**config.mk**
```make
export PLATFORM = sky130hd
export DESIGN_NAME = gafm_mux
export DESIGN_NICKNAME = d
export VERILOG_FILES = /design/src/gafm_pkg.sv /design/src/gafm_mux.sv /design/src/gafm_sync.sv
export VERILOG_INCLUDE_DIRS = /design/src
export SDC_FILE = /design/constraint.sdc
export NUM_CORES = 1
export LEC_CHECK = 0
export BUFFER_PORTS_ARGS = -buffer_cell sky130_fd_sc_hd__buf_2
export CAP_MARGIN = 20
export CORE_MARGIN = 1.5
export CORE_UTILIZATION = 50
export CTS_CLUSTER_SIZE = 16
export DETAILED_ROUTE_END_ITERATION = 10
export HOLD_SLACK_MARGIN = 0.06
export PLACE_DENSITY_LB_ADDON = 0.3
export RECOVER_POWER = 100
export SLEW_MARGIN = 20
export SYNTH_ARGS = -nofsm -noshare
export SYNTH_HDL_FRONTEND = slang
export SYNTH_SLANG_ARGS = --single-unit
```
**constraint.sdc**
```tcl
create_clock -name core_clk -period 6.6 [get_ports core_clk]
set_input_delay 0.66 -clock core_clk [delete_from_list [all_inputs] [get_ports core_clk]]
set_output_delay 0.66 -clock core_clk [all_outputs]
set_load 0.02 [all_outputs]
```
**src/gafm_params.svh**
```systemverilog
// Constants for the GPIO alternate function multiplexer.
// Assumes inclusion by gafm_pkg.sv, the design modules and the bench.
`ifndef GAFM_PARAMS_SVH
`define GAFM_PARAMS_SVH
`define GAFM_PIN_COUNT 6
`define GAFM_PART_COUNT 4
`define GAFM_FAILOVER_PIN 4
`define GAFM_HOTPLUG_PIN 5
`define GAFM_SEL_RESET 2'h0
`define GAFM_DIR_RESET 6'h00
`define GAFM_OUT_RESET 6'h3F
`define GAFM_SYNC_RESET 1'h1
`define GAFM_PRESET_TIME_NS 1000
`define GAFM_CLK_PERIOD_NS 25
`define GAFM_PRESET_CYCLES ((`GAFM_PRESET_TIME_NS + `GAFM_CLK_PERIOD_NS - 1) / `GAFM_CLK_PERIOD_NS)
`endif

```
**src/gafm_pkg.sv**
```systemverilog
// Types for the GPIO alternate function multiplexer.
// Assumes gafm_params.svh is on the include path.
`include "gafm_params.svh"
package gafm_pkg;
   // Per-pin function selection.
   typedef enum logic [1:0] {
      gafm_fn_gpio = 2'h0,
      gafm_fn_alt1 = 2'h1,
      gafm_fn_alt2 = 2'h2,
      gafm_fn_rsvd = 2'h3
   } gafm_fn_type;
   // Source that last wrote the selection.
   typedef enum logic [1:0] {
      gafm_src_sw = 2'h0,
      gafm_src_smbus = 2'h1,
      gafm_src_eeprom = 2'h2
   } gafm_src_type;
endpackage

```
**src/gafm_mux.sv**
```systemverilog
// GPIO alternate function multiplexer for pins zero to five.
// Assumes the configuration agents present one-cycle write strobes and
// that link status inputs are on the core clock.
// Function
// - Each pin selects plain GPIO or one of its alternate functions.
// - Alt one on pins zero to three is a partition reset line.
// - Alt one on pin four: any edge is a failover event if enabled.
// - Alt two on pin four drives port 0 link up status.
// - Alt one on pin five drives the hot-plug event output.
// - Alt two on pin five drives port 0 link active status.
// - Alt two on pin zero drives port 16 link up status.
// - Alt two on pin one drives port 16 link active status.
// - Names ending in _n are active low; all others active high.
// - Selection is written by software, the SMBus slave, or EEPROM.
`timescale 1ns/1ps
`include "gafm_params.svh"
module gafm_mux
   import gafm_pkg::*;
(
   input wire logic core_clk,
   input wire logic reset_n,
   input wire logic sw_cfg_write,
   input wire logic smbus_cfg_write,
   input wire logic eeprom_cfg_write,
   input wire logic [11:0] sw_fn_sel,
   input wire logic [11:0] smbus_fn_sel,
   input wire logic [11:0] eeprom_fn_sel,
   input wire logic [5:0] gpio_dir,
   input wire logic [5:0] gpio_out,
   output logic [5:0] gpio_in,
   input wire logic [5:0] pin_in,
   output logic [5:0] pin_out,
   output logic [5:0] pin_oe,
   input wire logic [3:0] partition_reset_req_n,
   output logic [3:0] partition_reset,
   input wire logic failover_enable,
   output logic failover_event,
   input wire logic hotplug_event_n,
   input wire logic port0_link_up,
   input wire logic port0_link_active,
   input wire logic port16_link_up,
   input wire logic port16_link_active,
   output logic [11:0] fn_sel,
   output logic [1:0] cfg_source
);
   logic [5:0] sync_level;
   logic [11:0] next_fn_sel;
   logic [1:0] next_cfg_source;
   logic failover_prev;
   logic next_failover_prev;
   logic next_failover_event;
   logic [3:0] next_partition_reset;
   logic [3:0] preset_req;
   logic [5:0] next_pin_out;
   logic [5:0] next_pin_oe;
   logic [5:0] gpio_in_q;
   logic [7:0] preset_cnt [3:0];
   logic [7:0] next_preset_cnt [3:0];
   logic failover_in0;
   logic partition0_reset_n;
   logic partition1_reset_n;
   logic partition2_reset_n;
   logic partition3_reset_n;
   logic port0_link_up_n;
   logic port0_link_active_n;
   logic port16_link_up_n;
   logic port16_link_active_n;
   logic hotplug_event_out_n;
   logic [3:0] part_pin_n;
   logic [3:0] preset_pin_prev;
   logic [3:0] next_preset_pin_prev;

   // Field decode shared by every pin.
   function automatic gafm_fn_type pin_fn(input logic [11:0] sel,
                                          input int idx);
      pin_fn = gafm_fn_type'(sel[2*idx +: 2]);
   endfunction

   ////////////////////////////////////////////////////////////////////////
   // Synchronise every pin; failover and reset inputs read only the result.
   for (genvar i = 0; i < `GAFM_PIN_COUNT; i++) begin : g_sync
      gafm_sync u_sync (
         .core_clk(core_clk),
         .reset_n(reset_n),
         .pin_in(pin_in[i]),
         .level(sync_level[i])
      );
   end

   // Active-low pin levels for the alternate functions.
   assign partition0_reset_n = sync_level[0];
   assign partition1_reset_n = sync_level[1];
   assign partition2_reset_n = sync_level[2];
   assign partition3_reset_n = sync_level[3];
   assign part_pin_n = {partition3_reset_n, partition2_reset_n,
                        partition1_reset_n, partition0_reset_n};
   assign failover_in0 = sync_level[`GAFM_FAILOVER_PIN];
   assign port0_link_up_n = ~port0_link_up;
   assign port0_link_active_n = ~port0_link_active;
   assign port16_link_up_n = ~port16_link_up;
   assign port16_link_active_n = ~port16_link_active;
   assign hotplug_event_out_n = hotplug_event_n;

   ////////////////////////////////////////////////////////////////////////
   // Selection register; software wins over SMBus, SMBus over EEPROM.
   always_comb begin
      next_fn_sel = fn_sel;
      next_cfg_source = cfg_source;
      if (sw_cfg_write) begin
         next_fn_sel = sw_fn_sel;
         next_cfg_source = gafm_src_sw;
      end else if (smbus_cfg_write) begin
         next_fn_sel = smbus_fn_sel;
         next_cfg_source = gafm_src_smbus;
      end else if (eeprom_cfg_write) begin
         next_fn_sel = eeprom_fn_sel;
         next_cfg_source = gafm_src_eeprom;
      end
   end

   // Register the selection.
   always_ff @(posedge core_clk or negedge reset_n) begin
      if (!reset_n) begin
         fn_sel <= {`GAFM_PIN_COUNT{`GAFM_SEL_RESET}};
         cfg_source <= gafm_src_sw;
      end else begin
         fn_sel <= next_fn_sel;
         cfg_source <= next_cfg_source;
      end
   end

   ////////////////////////////////////////////////////////////////////////
   // Pin drivers; partition reset pins drive low while that reset runs.
   always_comb begin
      next_pin_out = gpio_out;
      next_pin_oe = gpio_dir;
      for (int i = 0; i < `GAFM_PIN_COUNT; i++) begin
         unique case (pin_fn(fn_sel, i))
            gafm_fn_gpio: begin
               next_pin_out[i] = gpio_out[i];
               next_pin_oe[i] = gpio_dir[i];
            end
            gafm_fn_alt1: begin
               next_pin_out[i] = 1'h0;
               next_pin_oe[i] = 1'h0;
               if (i < `GAFM_PART_COUNT) begin
                  next_pin_oe[i] = partition_reset[i];
               end else if (i == `GAFM_HOTPLUG_PIN) begin
                  next_pin_out[i] = hotplug_event_out_n;
                  next_pin_oe[i] = 1'h1;
               end
            end
            gafm_fn_alt2: begin
               next_pin_out[i] = 1'h1;
               next_pin_oe[i] = 1'h0;
               if (i == 0) begin
                  next_pin_out[i] = port16_link_up_n;
                  next_pin_oe[i] = 1'h1;
               end else if (i == 1) begin
                  next_pin_out[i] = port16_link_active_n;
                  next_pin_oe[i] = 1'h1;
               end else if (i == `GAFM_FAILOVER_PIN) begin
                  next_pin_out[i] = port0_link_up_n;
                  next_pin_oe[i] = 1'h1;
               end else if (i == `GAFM_HOTPLUG_PIN) begin
                  next_pin_out[i] = port0_link_active_n;
                  next_pin_oe[i] = 1'h1;
               end
            end
            default: begin
               next_pin_out[i] = 1'h0;
               next_pin_oe[i] = 1'h0;
            end
         endcase
      end
   end

   // Register pin drive and the sampled levels returned on read.
   always_ff @(posedge core_clk or negedge reset_n) begin
      if (!reset_n) begin
         pin_out <= `GAFM_OUT_RESET;
         pin_oe <= `GAFM_DIR_RESET;
         gpio_in_q <= 6'h3F;
      end else begin
         pin_out <= next_pin_out;
         pin_oe <= next_pin_oe;
         gpio_in_q <= sync_level;
      end
   end
   assign gpio_in = gpio_in_q;

   ////////////////////////////////////////////////////////////////////////
   // Partition reset: a falling pin or an internal request starts a timed
   // reset.
   always_comb begin
      for (int p = 0; p < `GAFM_PART_COUNT; p++) begin
         preset_req[p] = ~partition_reset_req_n[p];
         next_preset_pin_prev[p] = part_pin_n[p];
         // Only a fall that this block is not driving itself counts, so its
         // own low drive cannot keep the reset running for ever.
         if (pin_fn(fn_sel, p) == gafm_fn_alt1 && !pin_oe[p] &&
             preset_pin_prev[p] && !part_pin_n[p]) begin
            preset_req[p] = 1'h1;
         end
         next_preset_cnt[p] = preset_cnt[p];
         if (preset_req[p]) begin
            next_preset_cnt[p] = 8'(`GAFM_PRESET_CYCLES);
         end else if (preset_cnt[p] != 8'h00) begin
            next_preset_cnt[p] = preset_cnt[p] - 8'h01;
         end
         next_partition_reset[p] = next_preset_cnt[p] != 8'h00;
      end
   end

   // Register the reset timers.
   always_ff @(posedge core_clk or negedge reset_n) begin
      if (!reset_n) begin
         for (int p = 0; p < `GAFM_PART_COUNT; p++) begin
            preset_cnt[p] <= 8'h00;
         end
         partition_reset <= 4'h0;
         preset_pin_prev <= {`GAFM_PART_COUNT{`GAFM_SYNC_RESET}};
      end else begin
         for (int p = 0; p < `GAFM_PART_COUNT; p++) begin
            preset_cnt[p] <= next_preset_cnt[p];
         end
         partition_reset <= next_partition_reset;
         preset_pin_prev <= next_preset_pin_prev;
      end
   end

   ////////////////////////////////////////////////////////////////////////
   // Failover: each filtered edge on pin four is a one-cycle event.
   always_comb begin
      next_failover_prev = failover_in0;
      next_failover_event = 1'h0;
      if (pin_fn(fn_sel, `GAFM_FAILOVER_PIN) == gafm_fn_alt1 &&
          failover_enable && failover_in0 != failover_prev) begin
         next_failover_event = 1'h1;
      end
   end

   // Register the failover edge detector.
   always_ff @(posedge core_clk or negedge reset_n) begin
      if (!reset_n) begin
         failover_prev <= `GAFM_SYNC_RESET;
         failover_event <= 1'h0;
      end else begin
         failover_prev <= next_failover_prev;
         failover_event <= next_failover_event;
      end
   end
endmodule // gafm_mux

```
**src/gafm_sync.sv**
```systemverilog
// Three-stage input synchroniser with agreement filter.
// Assumes an asynchronous pin level and one core clock.
`timescale 1ns/1ps
`include "gafm_params.svh"
module gafm_sync
   import gafm_pkg::*;
(
   input wire logic core_clk,
   input wire logic reset_n,
   input wire logic pin_in,
   output logic level
);
   logic [2:0] stage;
   logic [2:0] next_stage;
   logic next_level;
   ////////////////////////////////////////////////////////////////////////
   // Shift the pin in; the level only moves when stages two and three agree.
   always_comb begin
      next_stage = {stage[1:0], pin_in};
      next_level = (stage[2] == stage[1]) ? stage[2] : level;
   end
   // Register the stages and the filtered level.
   always_ff @(posedge core_clk or negedge reset_n) begin
      if (!reset_n) begin
         stage <= {3{`GAFM_SYNC_RESET}};
         level <= `GAFM_SYNC_RESET;
      end else begin
         stage <= next_stage;
         level <= next_level;
      end
   end
endmodule // gafm_sync

```
Word level (Yosys, flattened, before mapping)

Cells that the tools add are included.

Register bits after elaboration: 98
Bits in latches: 0
Bits in writable memories: 0
Memory bits (read-only): 0
Input port bits: 69
Word-level logic and storage cells: 125
Memories: 0

Add/sub/neg operators: 4
Multiply operators: 0
Div/mod/pow operators: 0
$lt $le $gt $ge: 0
Eq/ne operators: 19
Shift operators: 0
Multiplexer cells: 31
Bitwise operators: 8
Reduce and logical (&&, ||, !) cells: 38

Operators by type and width:

| cell                  | number |
|---|---|
| $mux W8               | 8 |
| $reduce_bool A8 Y1    | 8 |
| $mux W12              | 3 |
| $sub A8 B1 Y8 const B | 4 |
| $pmux W1 S2           | 9 |
| $logic_and A1 B1 Y1   | 14 |
| $eq A2 B1 Y1 const B  | 6 |
| $eq A2 B2 Y1 const B  | 6 |
| $logic_not A2 Y1      | 6 |
| $pmux W1 S3           | 3 |
| $logic_not A1 Y1      | 8 |
| $not A1 Y1            | 8 |
| $eq A1 B1 Y1          | 6 |
| $mux W2               | 3 |
| $mux W1               | 5 |
| $reduce_bool A3 Y1    | 1 |
| $reduce_or A2 Y1      | 1 |
| $ne A1 B1 Y1          | 1 |

Logic depth before layout (Yosys ltp)

Depth in word-level cells: 7
Mapped depth: 9
Gate-level depth less buffers: 7

Modules after synthesis

A second synthesis with hierarchy kept.

Cells, all modules: 435
Area total of the unflattened synthesis: 4434.3 sq um

By module, submodules not included:

| module    | times used | cells each | area an instance (sq um) | sequential area each (sq um) |
|---|---|---|---|---|
| gafm_mux  | 1          | 405        | 3736.1                   | 1741.7 |
| gafm_sync | 6          | 5          | 116.4                    | 105.1 |

Worst setup path after synthesis

Ideal clock, no wire load.

Kind: register -> register
From: register preset_cnt[10] (netlist name)
To: register partition_reset[1]
Data arrival time: 1975 ps
Data required time: 6462 ps
Path slack: 4487 ps
Stages on the path, launching flop included: 7
Path buffers: 1
Clock period less this slack: 2113 ps
Path through: dfrtp_1 > clkbuf_1 > or4_1 > nor4_2 > mux2i_1 > nor2_1 > or4_1

RTL lines:

| item                             | RTL line        | text |
|---|---|---|
| start: declaration               | gafm_mux.sv:57  | `logic [7:0] preset_cnt [3:0];` |
| start signal: indexed assignment | gafm_mux.sv:225 | `preset_cnt[p] <= next_preset_cnt[p];` |
| end signal: assignment           | gafm_mux.sv:227 | `partition_reset <= next_partition_reset;` |
| end: declaration                 | gafm_mux.sv:35  | `output logic [3:0] partition_reset,` |

==> impl_metrics.ini <==
[finish]
antenna_cells = 0
final_nets = 608
area_growth_pct = 16.1
final_util_pct = 60.8
n_fill_cell = 735
drive_gt1_share_pct = 21.8

[sta]
finalClockSkew_ns = 0.0111
setup-tns-final_ns = 0
min_period_ns = 2.48
finalSetupViolations = 0
finalCritPeriodShare_pct = 37.6
max_freq_mhz = 403
worst_slew_pin_slew_ns = 1.15
slew_headroom_pct = 23.5
rsz0062_at_grt = false
hold_viol = 0
maxSlewViolCount = 0

[grt]
grt_max_degree = 82
antenna_found_initial = 0
grt_pass1_vias = 3410
grt_overflow = 0
grt_pass1_wl_um = 15500
track_usage_pct = 21.9

[die]
io_pins = 106
die_w_um = 96.5
start_util_pct = 52.4
die-area_mm2 = 0.00931
die_h_um = 96.5
num_rows = 33
core-area_mm2 = 0.00834

[clock_tree]
hold_buffers = 0
cts_buffers = 9
clk_latency_ns = 0.36
clk_pin_slew_ns = 0.09
cts-htree-levels = 3
cts_setup_buffers = 0
cts_root_buffer = clkbuf_8
clock-sinks = 93
clock_path_buffers = 2
cts_tree = yes
cts_resized = 0

[pwr]
power.density_mw_per_mm2 = 268
total_power_mw = 1.36
vdd_drop_max_v = 0.000149
p_leak_nw = 2.24

[yosys]
yosysWarnings = 0
syn_nets = 506
netlist_area_mm2 = 0.00437
yosysUniqueCellTypes = 51
seq_area_frac_synth_pct = 54.3
synth_cells = 425
ys_seq_elements = 93
syn_avg_cell_area_um2 = 10.3

[place]
place_hpwl_um = 6890
gp_congestion = 0.917
io_buffers = 105

[setup_path]
arrival_ns = 2.73
path_cells = or4_1 -> nor4b_1 -> or2_2 -> nor2_1
crit_path_start_kind = register
cp_slowest_cell = nor4b_1
crit_type = reg2reg
cp-end-kind = register
cp_data_required_time_ns = 6.85
path_max_fanout = 9
cpPeakStageDelay_ns = 0.95

[drt]
drtAntennaViolNets = 0
drc_errors = 0
drt-wirelength-per-cell_um = 14.8
via_count = 3422
via_per_inst = 5.37
drt-initial-drc-count = 124
dr.pass1.iters = 4
totalWireLength_um = 9430

[run]
max-cap-violations = 0

[outcome]
status = complete, no violations

[worst_hold_path]
hp-class = in2async
## cell families after synthesis
| group | share of synthesized area, % |
|---|---|
| xor+xnor | 4.01 |
| compound gates | 10.5 |
| simple gates | 20.1 |
| fa+ha+maj | 4.81 |
| mux | 2.06 |
| buf+inv | 4.30 |
| flops | 54.3 |
## routing by layer
layer,up-vias,wire length (um),GRT usage [%]
met4,0,131,7.37
met3,13,480,4.46
li1,1665,-,-
met1,1652,4180,27.2
met5,-,0,0
met2,92,4640,38.1
## power by group
group | internal, mW | total, mW | leakage [nW] | switching (mW)
registers | 0.640 | 0.711 | 1.06 | 0.0711
clock network | 0.175 | 0.369 | 0.0923 | 0.195
logic | 0.121 | 0.281 | 1.09 | 0.160
total | 0.935 | 1.36 | 2.24 | 0.426
## path summary, 6_finish.rpt
check | start | end | slack (ns) | cells after the start
max in group asynchronous | reset_n | preset_cnt[25]$_DFF_PN0_ | 5.16 | 2
worst max register to register | preset_cnt[27]$_DFF_PN0_ | preset_cnt[28]$_DFF_PN0_ | 4.12 | 4
worst min-delay path | reset_n | pin_oe[0]$_DFF_PN0_ | 0.32 | 1
min in group core_clk | g_sync[2].u_sync.stage[0]$_DFF_PN1_ | g_sync[2].u_sync.stage[1]$_DFF_PN1_ | 0.36 | 0
worst max-delay path | preset_cnt[27]$_DFF_PN0_ | preset_cnt[28]$_DFF_PN0_ | 4.12 | 4
worst min register to register | g_sync[2].u_sync.stage[0]$_DFF_PN1_ | g_sync[2].u_sync.stage[1]$_DFF_PN1_ | 0.36 | 0
## cell usage in the layout, fill, tap and decap left out, types with 2 or more instances in the layout
cell type	n
clkinv_2	2
clkbuf_8	9
o31ai_1	3
a211oi_1	4
or2_2	4
ha_1	12
a21oi_1	25
nand4bb_1	2
nor2b_1	2
or3_1	4
nor4b_1	3
nor2_1	82
mux2i_1	9
o31a_1	2
buf_2	66
dfstp_2	27
nor3b_1	4
clkbuf_1	40
nand2b_1	9
or2b_1	2
clkinvlp_4	2
o21ai_0	10
nand3_1	4
maj3_1	6
xor2_1	8
dfstp_1	9
a221oi_1	12
nor3_1	15
nand2_1	21
xnor2_1	12
o21bai_1	2
nor4_1	6
nand3b_1	3
inv_1	29
or4_1	7
dfrtp_1	57
## worst max-delay path: cells and delay by family, from the launching register on
kind,cells,cell delay [ns]
simple gates,4,1.89
flops,1,0.48
## layout make-up
cell class              instances  area [um^2]  area share (%)
inverters                      29          109            2.15
repair buffers                106          488            9.62
clock inverters                 6         63.8            1.26
well taps                     105          131            2.59
clock buffers                  10          128            2.52
flip-flops and latches         93         2370            46.8
multi-input cells             288         1780            35.1
## cells in the mapped netlist (all sizes together)
cell type / instances / area (um^2)
a222oi: 1 / 10.0
a41o: 1 / 10.0
nor2: 82 / 308
a211o: 1 / 8.76
nor3b: 4 / 30.0
or4: 7 / 56.3
o21bai: 2 / 15.0
nand3b: 3 / 22.5
ha: 12 / 150
a21oi: 25 / 125
or4b: 1 / 10.0
a221oi: 12 / 105
nand3: 4 / 20.0
nor4b: 3 / 41.3
nor4: 7 / 56.3
dfstp: 36 / 946
o221ai: 1 / 8.76
o21ai: 11 / 55.1
o2bb2ai: 1 / 8.76
a41oi: 1 / 8.76
o31ai: 3 / 22.5
inv: 29 / 109
or3b: 1 / 8.76
nor2b: 2 / 12.5
nand2b: 9 / 56.3
xnor2: 12 / 105
clkbuf: 11 / 41.3
a21o: 1 / 7.51
or3: 4 / 25.0
o31a: 2 / 17.5
nor3: 15 / 80.1
mux2i: 9 / 90.1
xor2: 8 / 70.1
a211oi: 4 / 30.0
a31o: 1 / 8.76
or2b: 2 / 15.0
buf: 4 / 37.5
or2: 4 / 25.0
dfrtp: 57 / 1430
nand4b: 1 / 8.76
a31oi: 1 / 6.26
o41ai: 1 / 8.76
maj3: 6 / 60.1
nand2: 21 / 78.8
nand4bb: 2 / 22.5
## flip-flops by register name, summed over array words and instances, names as in the netlist
| name | cells |
|---|---|
| g_sync.u_sync.level | 6 |
| pin_oe | 6 |
| cfg_source | 2 |
| fn_sel | 12 |
| partition_reset | 4 |
| pin_out | 6 |
| g_sync.u_sync.stage | 18 |
| preset_pin_prev | 3 |
| failover_event | 1 |
| gpio_in | 3 |
| preset_cnt | 32 |
## per-stage QoR
stage	instances	instance area [um^2]	setup WS (ns)	hold WS, ns
6_report	637	5070	4.12	0.317
3_3_place_gp	621	4960	4.46	0.346
4_1_cts	637	5150	4.36	0.118
5_1_grt	637	5070	3.84	0.363
3_5_place_dp	621	4960	4.37	0.347
2_1_floorplan	425	4370	4.49	0.345
Power figures use the tool's default switching activity.
